File: config.mk
export PLATFORM = sky130hd
export DESIGN_NAME = occ_ctrl
export DESIGN_NICKNAME = d
export VERILOG_FILES = /design/src/core/occ_pkg.sv /design/src/core/occ_ctrl.sv
export SDC_FILE = /design/constraint.sdc
export NUM_CORES = 1
export LEC_CHECK = 0
export CORE_ASPECT_RATIO = 0.9
export CORE_MARGIN = 1
export CORE_UTILIZATION = 45
export DETAILED_ROUTE_END_ITERATION = 8
export DONT_BUFFER_PORTS = 1
export GPL_ROUTABILITY_DRIVEN = 0
export GPL_TIMING_DRIVEN = 0
export HOLD_SLACK_MARGIN = 0.06
export PLACE_DENSITY = 0.67
export REMOVE_ABC_BUFFERS = 1
export SYNTH_ARGS = -nofsm -noshare
export SYNTH_HDL_FRONTEND = slang
export SYNTH_SLANG_ARGS = --single-unit
File: constraint.sdc
create_clock -name SYS_CLK -period 10.1 [get_ports SYS_CLK]
set_input_delay 2.02 -clock SYS_CLK [delete_from_list [all_inputs] [get_ports SYS_CLK]]
set_output_delay 2.02 -clock SYS_CLK [all_outputs]
set_load 0.005 [all_outputs]
File: src/core/occ_pkg.sv
// Constants, field layouts and carrier types of the output compare channel
package occ_pkg;

   // ************************************************************
   // Register bus
   // ************************************************************
   localparam int OCC_AW = 3;
   localparam int OCC_DW = 16;

   localparam logic [2:0] OCC_REG_CTRL1 = 3'h0;
   localparam logic [2:0] OCC_REG_CTRL2 = 3'h1;
   localparam logic [2:0] OCC_REG_PRI_LO = 3'h2;
   localparam logic [2:0] OCC_REG_SEC_LO = 3'h3;
   localparam logic [2:0] OCC_REG_PRI_HI = 3'h4;
   localparam logic [2:0] OCC_REG_SEC_HI = 3'h5;
   localparam logic [2:0] OCC_REG_TMR_LO = 3'h6;
   localparam logic [2:0] OCC_REG_TMR_HI = 3'h7;

   // ************************************************************
   // Field positions and reset values
   // ************************************************************
   localparam int OCC_C1_MODE_LSB = 0;
   localparam int OCC_C1_TRIGCLR_BIT = 3;
   localparam int OCC_C1_FLTSTAT_BIT = 4;

   localparam int OCC_C2_EXIT_BIT = 15;
   localparam int OCC_C2_FLTLVL_BIT = 14;
   localparam int OCC_C2_FLTDIR_BIT = 13;
   localparam int OCC_C2_INV_BIT = 12;
   localparam int OCC_C2_DLY_LSB = 9;
   localparam int OCC_C2_CASC_BIT = 8;
   localparam int OCC_C2_TRIGSEL_BIT = 7;
   localparam int OCC_C2_TRIGGER_STATUS_BIT = 6;
   localparam int OCC_C2_TRIS_BIT = 5;
   localparam int OCC_C2_SRC_LSB = 0;

   localparam logic [15:0] OCC_C1_RST = 16'h0000;
   localparam logic [15:0] OCC_C2_RST = 16'h000C;

   // ************************************************************
   // Source select codes
   // ************************************************************
   localparam logic [4:0] OCC_SRC_NONE = 5'h00;
   localparam logic [4:0] OCC_SRC_OC_FIRST = 5'h01;
   localparam logic [4:0] OCC_SRC_OC_LAST = 5'h05;
   localparam logic [4:0] OCC_SRC_CAP5 = 5'h0A;
   localparam logic [4:0] OCC_SRC_TMR_FIRST = 5'h0B;
   localparam logic [4:0] OCC_SRC_TMR_LAST = 5'h0F;
   localparam logic [4:0] OCC_SRC_TRIG_FIRST = 5'h14;
   localparam logic [4:0] OCC_SRC_TRIG_LAST = 5'h1C;

   // ************************************************************
   // Types
   // ************************************************************
   typedef enum logic [2:0] {
      OCC_M_OFF,
      OCC_M_SS_HI,
      OCC_M_SS_LO,
      OCC_M_TOGGLE,
      OCC_M_DUAL_ONE,
      OCC_M_DUAL_CONT,
      OCC_M_PWM_EDGE,
      OCC_M_PWM_CTR
   } occ_mode_e;

   typedef struct packed {
      logic out;
      logic oe;
      logic [1:0] phase;
   } occ_pin_s;

   typedef struct packed {
      occ_mode_e mode;
      logic trig_clr;
      logic flt_stat;
      logic exit_sel;
      logic flt_lvl;
      logic flt_dir;
      logic inv;
      logic [1:0] dly;
      logic casc;
      logic trig_sel;
      logic trig_stat;
      logic tris;
      logic [4:0] src;
      logic [31:0] pri;
      logic [31:0] sec;
      logic [31:0] act_pri;
      logic [31:0] act_sec;
      logic [1:0] act_dly;
      logic [31:0] tmr;
      logic out;
      logic shot_done;
      logic flt_act;
      occ_pin_s pin;
      logic [15:0] rdata;
   } occ_state_s;

endpackage

File: src/core/occ_ctrl.sv
// Output compare channel: timebase, compare modes, PWM, fault override, registers
//
// Behaviour
// - Mode 111 makes center-aligned PWM, mode 110 edge-aligned PWM.
// - Mode 101 starts low, toggles on primary then secondary match, repeating.
// - Mode 100 starts low, primary match raises, secondary match lowers, one pulse.
// - Mode 011 toggles the output on every primary compare match.
// - Mode 010 starts high; first match drives low permanently.
// - Mode 001 starts low; first match drives high permanently.
// - Mode 000 disables all compare activity.
// - Exit select 1: in mode 111 fault holds until source gone and status cleared by software; in mode 110 only until source gone.
// - Exit select 0: fault holds until source gone and new period starts.
// - During fault the output is forced to the fault drive level.
// - Fault force direction 1 makes the pin an output during fault.
// - Output invert flips the channel output before the pin.
// - Subcycle delay code delays the falling edge by quarters of a cycle.
// - Inverted, the delay acts on rising edge; mode 001 ignores it.
// - Cascade joins two channels into one 32-bit compare unit.
// - Trigger select 1 starts timebase on trigger, 0 synchronises to source.
// - Trigger status reads 1 when triggered and running, 0 while held.
// - Pin tristate 1 releases the pin, 0 lets compare output drive it.
// - Source select: 0 none, 01011-01111 timers, 00001-00101 compare channels.
// - Trigger clear mode 1 clears status when timer equals secondary value.
// - Fault status flags are set on fault in mode 111 only.
// - New PWM compare values take effect only at period end or on a mode change.
`timescale 1ns/1ns
module occ_ctrl
   import occ_pkg::*;
(
   input wire logic SYS_CLK,
   input wire logic RST,
   input wire logic [OCC_AW-1:0] ADDR,
   input wire logic [OCC_DW-1:0] WDATA,
   input wire logic WR_STB,
   input wire logic RD_STB,
   output logic [OCC_DW-1:0] RDATA,
   input wire logic [31:0] SRC_EVT,
   input wire logic FAULT_IN,
   output occ_pin_s PIN_OUT
);

   // ************************************************************
   // Helpers
   // ************************************************************
   function automatic logic [31:0] occ_fit(input logic [31:0] v, input logic casc);
      occ_fit = casc ? v : {16'h0000, v[15:0]};
   endfunction

   function automatic logic occ_sync_ok(input logic [4:0] c);
      occ_sync_ok = (c >= OCC_SRC_OC_FIRST && c <= OCC_SRC_OC_LAST)
                    || (c >= OCC_SRC_TMR_FIRST && c <= OCC_SRC_TMR_LAST);
   endfunction

   function automatic logic occ_trig_ok(input logic [4:0] c);
      occ_trig_ok = occ_sync_ok(c) || c == OCC_SRC_CAP5
                    || (c >= OCC_SRC_TRIG_FIRST && c <= OCC_SRC_TRIG_LAST);
   endfunction

   occ_state_s st_r;
   occ_state_s st_nxt;

   logic wr_c1;
   logic wr_c2;
   logic evt;
   logic trig_evt;
   logic sync_evt;
   logic pwm;
   logic running;
   logic match_p;
   logic match_s;
   logic tmr_top;
   logic period_end;
   logic mode_load;
   logic [31:0] tmr_max;
   logic [31:0] sec_fit;

   assign RDATA = st_r.rdata;
   assign PIN_OUT = st_r.pin;

   // ************************************************************
   // Next state
   // ************************************************************
   always_comb
   begin
      st_nxt = st_r;
      wr_c1 = WR_STB && ADDR == OCC_REG_CTRL1;
      wr_c2 = WR_STB && ADDR == OCC_REG_CTRL2;
      evt = SRC_EVT[st_r.src];
      // Reserved codes fail both checks, so they act as no source
      trig_evt = st_r.trig_sel && occ_trig_ok(st_r.src) && evt;
      sync_evt = !st_r.trig_sel && occ_sync_ok(st_r.src) && evt;
      pwm = st_r.mode == OCC_M_PWM_EDGE || st_r.mode == OCC_M_PWM_CTR;
      running = st_r.mode != OCC_M_OFF && (!st_r.trig_sel || st_r.trig_stat);
      tmr_max = st_r.casc ? 32'hFFFFFFFF : 32'h0000FFFF;
      sec_fit = occ_fit(st_r.sec, st_r.casc);
      match_p = running && st_r.tmr == occ_fit(st_r.pri, st_r.casc);
      match_s = running && st_r.tmr == sec_fit;
      tmr_top = st_r.tmr >= tmr_max;
      if (st_r.mode == OCC_M_PWM_EDGE)
      begin
         period_end = running && st_r.tmr >= st_r.act_sec;
      end
      else
      begin
         period_end = running && (sync_evt || tmr_top);
      end
      mode_load = wr_c1 && WDATA[OCC_C1_MODE_LSB +: 3] != st_r.mode;

      // Read data stand for one cycle only
      st_nxt.rdata = 16'h0000;
      if (RD_STB)
      begin
         case (ADDR)
            OCC_REG_CTRL1: st_nxt.rdata = {11'h000, st_r.flt_stat, st_r.trig_clr, st_r.mode};
            OCC_REG_CTRL2: st_nxt.rdata = {st_r.exit_sel, st_r.flt_lvl, st_r.flt_dir, st_r.inv, 1'b0,
                                           st_r.dly, st_r.casc, st_r.trig_sel, st_r.trig_stat,
                                           st_r.tris, st_r.src};
            OCC_REG_PRI_LO: st_nxt.rdata = st_r.pri[15:0];
            OCC_REG_SEC_LO: st_nxt.rdata = st_r.sec[15:0];
            OCC_REG_PRI_HI: st_nxt.rdata = st_r.pri[31:16];
            OCC_REG_SEC_HI: st_nxt.rdata = st_r.sec[31:16];
            OCC_REG_TMR_LO: st_nxt.rdata = st_r.tmr[15:0];
            OCC_REG_TMR_HI: st_nxt.rdata = st_r.tmr[31:16];
            default: st_nxt.rdata = 16'h0000;
         endcase
      end

      // Register writes
      if (wr_c1)
      begin
         st_nxt.mode = occ_mode_e'(WDATA[OCC_C1_MODE_LSB +: 3]);
         st_nxt.trig_clr = WDATA[OCC_C1_TRIGCLR_BIT];
         // Writing one leaves the status alone; only a zero clears it
         if (!WDATA[OCC_C1_FLTSTAT_BIT])
         begin
            st_nxt.flt_stat = 1'b0;
         end
      end
      if (wr_c2)
      begin
         st_nxt.exit_sel = WDATA[OCC_C2_EXIT_BIT];
         st_nxt.flt_lvl = WDATA[OCC_C2_FLTLVL_BIT];
         st_nxt.flt_dir = WDATA[OCC_C2_FLTDIR_BIT];
         st_nxt.inv = WDATA[OCC_C2_INV_BIT];
         st_nxt.dly = WDATA[OCC_C2_DLY_LSB +: 2];
         st_nxt.casc = WDATA[OCC_C2_CASC_BIT];
         st_nxt.trig_sel = WDATA[OCC_C2_TRIGSEL_BIT];
         st_nxt.trig_stat = WDATA[OCC_C2_TRIGGER_STATUS_BIT];
         st_nxt.tris = WDATA[OCC_C2_TRIS_BIT];
         st_nxt.src = WDATA[OCC_C2_SRC_LSB +: 5];
      end
      if (WR_STB && ADDR == OCC_REG_PRI_LO)
      begin
         st_nxt.pri[15:0] = WDATA;
      end
      if (WR_STB && ADDR == OCC_REG_SEC_LO)
      begin
         st_nxt.sec[15:0] = WDATA;
      end
      if (WR_STB && ADDR == OCC_REG_PRI_HI)
      begin
         st_nxt.pri[31:16] = WDATA;
      end
      if (WR_STB && ADDR == OCC_REG_SEC_HI)
      begin
         st_nxt.sec[31:16] = WDATA;
      end

      // Trigger status: hardware set beats any clear in the same cycle
      if (st_r.trig_clr && st_r.tmr == sec_fit)
      begin
         st_nxt.trig_stat = 1'b0;
      end
      if (trig_evt)
      begin
         st_nxt.trig_stat = 1'b1;
      end

      // Timebase
      if (!running)
      begin
         st_nxt.tmr = 32'h00000000;
      end
      else if (sync_evt || tmr_top || (st_r.mode == OCC_M_PWM_EDGE && period_end))
      begin
         st_nxt.tmr = 32'h00000000;
      end
      else
      begin
         st_nxt.tmr = st_r.tmr + 32'h00000001;
      end

      // Compare actions
      case (st_r.mode)
         OCC_M_OFF:
         begin
            st_nxt.out = 1'b0;
         end
         OCC_M_SS_HI:
         begin
            if (match_p)
            begin
               st_nxt.out = 1'b1;
            end
         end
         OCC_M_SS_LO:
         begin
            if (match_p)
            begin
               st_nxt.out = 1'b0;
            end
         end
         OCC_M_TOGGLE:
         begin
            if (match_p)
            begin
               st_nxt.out = !st_r.out;
            end
         end
         OCC_M_DUAL_ONE:
         begin
            if (!st_r.shot_done && match_p && !st_r.out)
            begin
               st_nxt.out = 1'b1;
            end
            else if (!st_r.shot_done && match_s && st_r.out)
            begin
               st_nxt.out = 1'b0;
               st_nxt.shot_done = 1'b1;
            end
         end
         OCC_M_DUAL_CONT:
         begin
            if (match_p && !st_r.out)
            begin
               st_nxt.out = 1'b1;
            end
            else if (match_s && st_r.out)
            begin
               st_nxt.out = 1'b0;
            end
         end
         OCC_M_PWM_EDGE:
         begin
            st_nxt.out = running && st_r.tmr < st_r.act_pri;
         end
         OCC_M_PWM_CTR:
         begin
            st_nxt.out = running && st_r.tmr >= st_r.act_pri && st_r.tmr < st_r.act_sec;
         end
         default:
         begin
            st_nxt.out = st_r.out;
         end
      endcase

      // Double buffer: duty and delay only change at a period boundary or on a mode change
      if ((pwm && period_end) || mode_load)
      begin
         st_nxt.act_pri = occ_fit(st_nxt.pri, st_nxt.casc);
         st_nxt.act_sec = occ_fit(st_nxt.sec, st_nxt.casc);
         st_nxt.act_dly = st_nxt.dly;
      end

      // Fault override, PWM modes only
      if (pwm)
      begin
         if (FAULT_IN)
         begin
            st_nxt.flt_act = 1'b1;
            if (st_r.mode == OCC_M_PWM_CTR)
            begin
               st_nxt.flt_stat = 1'b1;
            end
         end
         else if (st_r.flt_act)
         begin
            if (st_r.exit_sel)
            begin
               st_nxt.flt_act = st_nxt.flt_stat;
            end
            else
            begin
               st_nxt.flt_act = !period_end;
            end
         end
      end
      else
      begin
         st_nxt.flt_act = 1'b0;
      end

      // A new mode starts from its documented initial level
      if (mode_load)
      begin
         st_nxt.tmr = 32'h00000000;
         st_nxt.out = st_nxt.mode == OCC_M_SS_LO;
         st_nxt.shot_done = 1'b0;
         st_nxt.flt_act = 1'b0;
      end

      // Pin stage
      if (st_nxt.flt_act)
      begin
         st_nxt.pin.out = st_nxt.flt_lvl;
      end
      else
      begin
         st_nxt.pin.out = st_nxt.out ^ st_nxt.inv;
      end
      st_nxt.pin.oe = !st_nxt.tris || (st_nxt.flt_act && st_nxt.flt_dir);
      // Phase qualifies the edge of the logical output; inverted, that is the pin's rising edge
      st_nxt.pin.phase = 2'h0;
      if (st_r.out && !st_nxt.out && !st_nxt.flt_act && st_r.mode != OCC_M_SS_HI)
      begin
         st_nxt.pin.phase = pwm ? st_r.act_dly : st_r.dly;
      end
   end

   always_ff @(posedge SYS_CLK or posedge RST)
   begin
      if (RST)
      begin
         st_r <= '0;
         st_r.mode <= OCC_M_OFF;
         st_r.src <= OCC_C2_RST[OCC_C2_SRC_LSB +: 5];
         st_r.pin.oe <= 1'b1;
      end
      else
      begin
         st_r <= st_nxt;
      end
   end
endmodule

# Word level (Yosys, flattened, before mapping)
# Cells that the tools add are included.
dict set report word_totals {
  reg_bits 205
  in_bits 56
  output_inout_bits 20
  elab_cells 161
}
dict set report classes {
  n_addsub 1
  n_lt_le_gt_ge 12
  n_eq_ne 21
  mux 42
  bitwise_logic 1
  n_reduce_logical 58
}
# cell n
set op_table {}
lappend op_table {{32-bit 2-to-1 mux} 7}
lappend op_table {{16-bit case mux with 8 select lines} 1}
lappend op_table {{32-bit greater-or-equal comparator} 3}
lappend op_table {{16-bit 2-to-1 mux} 5}
lappend op_table {{32-bit equality test} 2}
lappend op_table {{32-bit less-than comparator} 2}
lappend op_table {{1-bit logical AND} 35}
lappend op_table {{35-bit 2-to-1 mux} 1}
lappend op_table {{32-bit by 1-bit adder with 32-bit output (second input constant)} 1}
lappend op_table {{3-bit equality test (second input constant)} 8}
lappend op_table {{1-bit 2-to-1 mux} 21}
lappend op_table {{3-bit by 2-bit equality test with 1-bit output (second input constant)} 5}
lappend op_table {{14-bit 2-to-1 mux} 1}
lappend op_table {{1-bit logical OR} 9}
lappend op_table {{1-bit case mux with 8 select lines} 1}
lappend op_table {{1-bit zero test} 7}
lappend op_table {{3-bit by 1-bit equality test with 1-bit output (second input constant)} 2}
lappend op_table {{3-bit zero test} 2}
lappend op_table {{5-bit by 6-bit less-than comparator with 1-bit output (second input constant)} 1}
lappend op_table {{2-bit 2-to-1 mux} 3}
lappend op_table {{3-bit nonzero test} 2}
lappend op_table {{1-bit binary-select mux with 5-bit select} 1}
lappend op_table {{5-bit by 4-bit equality test with 1-bit output (second input constant)} 1}
lappend op_table {{5-bit by 1-bit greater-or-equal comparator with 1-bit output (second input constant)} 1}
lappend op_table {{12 further kinds} 13}

# Logic depth before layout (Yosys ltp)
dict set report depth {
  ltp_word 19
  mapped_depth 15
  mapped_depth_nobuf 13
}

# Least setup slack after synthesis
# No wires, ideal clock.
dict set report synth_timing {
  path_kind {input to register}
  startpoint {input port ADDR[1]}
  endpoint {register st_r[100] (netlist bit)}
  setup_ns 0.125
  arrival_ns 3.992
  required_time_ns 9.975
  path_slack_ns 5.983
  cell_stages 7
  path_buffers 3
  cell_sequence {clkbuf_1 > nor2b_1 > and2_1 > clkbuf_1 > buf_1 > mux2_2 > mux2_4}
}
# item line_no
set synth_lines {}
lappend synth_lines {{from (decl)} occ_ctrl.sv:32} ;# input wire logic [OCC_AW-1:0] ADDR,
lappend synth_lines {{to (signal assigned)} occ_ctrl.sv:331} ;# st_r <= st_nxt;
lappend synth_lines {{to (decl)} occ_ctrl.sv:59} ;# occ_state_s st_r;

# Worst setup path in the final report
dict set report layout_timing {
  startpoint {register st_r[193] (netlist bit)}
  endpoint {register st_r[61] (netlist bit)}
}
dict set report layout_via {
  elab_chain_len 7
}
# item line_no
set layout_rtl {}
lappend layout_rtl {{32-bit 2-to-1 mux} occ_ctrl.sv:94} ;# tmr_max = st_r.casc ? 32'hFFFFFFFF : 32'h0000FFFF;
lappend layout_rtl {{32-bit greater-or-equal comparator} occ_ctrl.sv:98} ;# tmr_top = st_r.tmr >= tmr_max;
lappend layout_rtl {{1-bit logical OR} occ_ctrl.sv:105} ;# period_end = running && (sync_evt || tmr_top);
lappend layout_rtl {{1-bit logical AND} occ_ctrl.sv:105}
lappend layout_rtl {{1-bit 2-to-1 mux} occ_ctrl.sv:99} ;# if (st_r.mode == OCC_M_PWM_EDGE)
lappend layout_rtl {{1-bit logical AND} occ_ctrl.sv:258} ;# if ((pwm && period_end) || mode_load)
lappend layout_rtl {{1-bit logical OR} occ_ctrl.sv:258}
# No other way between the ends.
# A chain may end at the register's enable or synchronous reset.

==> flow_metrics.env <==
export IMPL_status="finished, final reports clean"
export IMPL_insertion_delay_ps=530
export IMPL_powerDensity_mw_per_mm2=218.0
export IMPL_path_cells="inv_1 -> ha_1 -> nand4_1 -> nor4_1 -> o21ai_0 -> o211ai_2 -> nor3_4 -> o31ai_4 -> buf_16 -> buf_8 -> mux2_4"
export IMPL_layout_nets=1341
export IMPL_portBuffers=0
export IMPL_yosysUniqueCellTypes=80
export IMPL_cap_violations=0
export IMPL_drtAntennaViolNets=0
export IMPL_antenna_found_initial=0
export IMPL_comb_power_share_pct=31.7
export IMPL_grt_first_pass_wirelength_um=56030
export IMPL_max_stage_delay_ps=1170
export IMPL_grt_usage_pct=24.78
export IMPL_io_pins=76
export IMPL_cp_max_fo=37
export IMPL_path_delay_family="compound AO/OA/AOI/OAI gates"
export IMPL_cts_tree="done"
export IMPL_fin_crit_ps=5109
export IMPL_hold_class="flop to flop"
export IMPL_p_sw_w=0.001033
export IMPL_finalSetupViolCount=0
export IMPL_cts_sinks=205
export IMPL_vdd_ir_drop_worst_uv=124.9
export IMPL_grt_pass1_vias=9651
export IMPL_slew_headroom_pct=16.64
export IMPL_vias=9587
export IMPL_fp_dieArea_mm2=0.02942
export IMPL_die_h_um=162.8
export IMPL_arrival_ps=5520
export IMPL_fill_cells=2523
export IMPL_layout_cells_non_filler=1579
export IMPL_hpwl_um=25550
export IMPL_die_w_um=180.7
export IMPL_drive_gt1_share_pct=16.41
export IMPL_fin_tns_setup_ps=0
export IMPL_cp_num_buf_inv=3
export IMPL_cp_end_kind="flop"
export IMPL_muxShareOfSynthArea_pct=15.94
export IMPL_critical_path_required_ps=10510
export IMPL_drt_vias_per_instance=6.072
export IMPL_ctsResizeCount=0
export IMPL_synth_compound_area_share_pct=11.74
export IMPL_clk_pin_slew_worst_paths_ps=60
export IMPL_drc_errors=0
export IMPL_drt_iter0_drc=838
export IMPL_power_frac_clock_pct=27.6
export IMPL_hold_violations=0
export IMPL_holdPathStages=1
export IMPL_h_tree_depth=1
export IMPL_synth_seq_area_share_pct=39.70
export IMPL_dpl_cell_count=1537
export IMPL_final_period_utilization_pct=50.58
export IMPL_total_power_w=0.003020
export IMPL_synth_fa_ha_area_share_pct=8.108
export IMPL_netSwitchingFraction_pct=34.19
export IMPL_ff2ff_path_depth=11
export IMPL_start_kind="flop"
export IMPL_initial_utilization_pct=46.04
export IMPL_synth_simple_area_share_pct=12.89
export IMPL_overflow=0
export IMPL_synth_top_family_by_area="multiplexers"
export IMPL_first_pass_iters=5
export IMPL_yosys_warnings=0
export IMPL_cts_buffers_inserted=23
export IMPL_cts_hold_buf=0
export IMPL_placementRows=58
export IMPL_grt_max_degree=111
export IMPL_yosysTopAreaCellShare_pct=39.09
export IMPL_cp_slowest_cell="dfrtp_1"
export IMPL_p_int_w=0.001988
export IMPL_p_seq_share_pct=40.6
export IMPL_synth_top_cell_by_area="dfrtp_1"
export IMPL_wl_per_cell_um=22.55
export IMPL_synth_xor_xnor_area_share_pct=5.215
export IMPL_synth_edf_count=0
export IMPL_syn_area_mm2=0.01293
export IMPL_slew_violations=0
export IMPL_p_leak_nw=6.066
export IMPL_diodes=0
export IMPL_ys_ff_latch=205
export IMPL_wl_um=35610
export IMPL_cts_buffer_depth=3
export IMPL_rsz0062_at_grt="false"
export IMPL_clock_skew_ps=24.07
export IMPL_synth_cells=1268
export IMPL_root_buffer="clkbuf_16"
export IMPL_cts_setup_buffers=0
export IMPL_max_freq_ghz=0.1957
export IMPL_syn_area_per_cell_um2=10.20
export IMPL_synthTopCellsByArea="dfrtp_1, ha_1, mux2_2"
export IMPL_worstSetupPathDepth=11
export IMPL_area_growth_pct=7.160
export IMPL_ys_flop_type="dfrtp_1"
export IMPL_ys_async_sr_fraction_pct=100.0
export IMPL_core_mm2=0.02808
export IMPL_crit_type="flop to flop"
export IMPL_tightest_slew_ps=1250
[layer usage]
| metal | wire [µm] | part of all wire [%] | vias up | global-route usage (%) |
|---|---|---|---|---|
| met2 | 16530 | 46 | 326 | 40.07 |
| met4 | 1255 | 3.5 | 0 | 8.042 |
| met5 | 0 | 0 | - | 0 |
| met1 | 15270 | 43 | 4811 | 33.62 |
| li1 | - | - | 4371 | - |
| met3 | 2544 | 7.1 | 79 | 4.562 |
[area by class of cell]
cell class	instances	area, µm²	area share (%)
Multi-Input combinational cell	879	6988	50.43
Sequential cell	205	5134	37.05
Clock buffer	33	663.1	4.786
Tap cell	360	450.4	3.251
Inverter	83	319.1	2.302
Timing Repair Buffer	10	221.5	1.598
Clock inverter	9	81.33	0.5869
[cells by family (layout without fill, tap and decap cells)]
family / after synthesis / after routing
XOR/XNOR: 77 / 77
buffers and inverters: 184 / 135
flip-flops: 205 / 205
multiplexers: 154 / 154
AO/OA/AOI/OAI: 243 / 243
adder cells (fa/ha/maj): 84 / 84
AND/OR/NAND/NOR: 321 / 321
[sequential cells by signal (all words and copies together) (netlist names)]
name,cells
st_r,185
RDATA,16
PIN_OUT,4
[cells in the mapped netlist, drive strengths merged, types with 3 or more instances]
| master | number |
|---|---|
| a22o | 4 |
| a21o | 8 |
| xnor2 | 42 |
| a22oi | 12 |
| o211ai | 8 |
| o21ai | 79 |
| nand2 | 68 |
| or3 | 5 |
| nand3b | 6 |
| buf | 42 |
| dfrtp | 202 |
| and4 | 8 |
| xor2 | 35 |
| nand4 | 30 |
| o31ai | 4 |
| and3 | 7 |
| mux2 | 114 |
| mux2i | 21 |
| inv | 83 |
| nand2b | 5 |
| a21oi | 71 |
| nor4 | 9 |
| a31oi | 4 |
| a211oi | 9 |
| nor2 | 88 |
| nor2b | 9 |
| nand3 | 56 |
| nand4b | 3 |
| o21a | 6 |
| ha | 83 |
| nor4b | 4 |
| or4 | 3 |
| o22ai | 7 |
| clkbuf | 59 |
| nor3 | 11 |
| dfstp | 3 |
| a41oi | 3 |
| a221oi | 5 |
| mux4 | 19 |
| nor4bb | 5 |
[worst paths after layout]
| path | endpoint | start | slack [ps] |
|---|---|---|---|
| max in group asynchronous | st_r[49] | RST | 7660 |
| worst max-delay path | st_r[61] | st_r[193] | 4990 |
| min in group asynchronous | st_r[23] | RST | 1430 |
| worst min-delay path | st_r[65] | st_r[65] | 510 |
| worst min register to register | st_r[65] | st_r[65] | 510 |
| worst max register to register | st_r[61] | st_r[193] | 4990 |
[through the flow]
stage	utilization, %	area [µm²]	worst slack, ps	hold slack (ps)
3_3_place_gp	45.80	12860	93.21	483.9
4_1_cts	49.34	13860	5106	510.4
2_1_floorplan	-	12410	2489	466.4
6_report	49.34	13860	4991	509.6
3_5_place_dp	46.69	13110	5118	494.8
5_1_grt	49.34	13860	4812	526.0
[power groups by stage]
stage,sequential [W],clock (W),combinational (W)
after detailed placement,0.00124,0,0.000942
after global placement,0.00122,0,0.000882
after global routing,0.00126,0.000883,0.00106
after CTS,0.00122,0.000849,0.000956
after floorplan,0.00117,0,0.000707
final,0.00123,0.000834,0.000959
[layout by cell type, fill, tap and decap left out, types with 8 or more instances in the layout]
cell         n
ha_1        83
inv_1       81
a21oi_1     71
o21ai_0     44
xor2_1      35
nor2b_1      9
a21o_1       8
a22oi_1     12
nor2_1      88
o21ai_1     33
dfrtp_1    202
and4_1       8
mux2i_1     21
nand2_1     68
xnor2_1     42
nor3_1       9
nand4_1     30
a211oi_1     8
nand3_1     55
mux2_2      80
mux4_2      16
mux2_4      34
clkbuf_16   23
(Power assumes the default switching activity.)
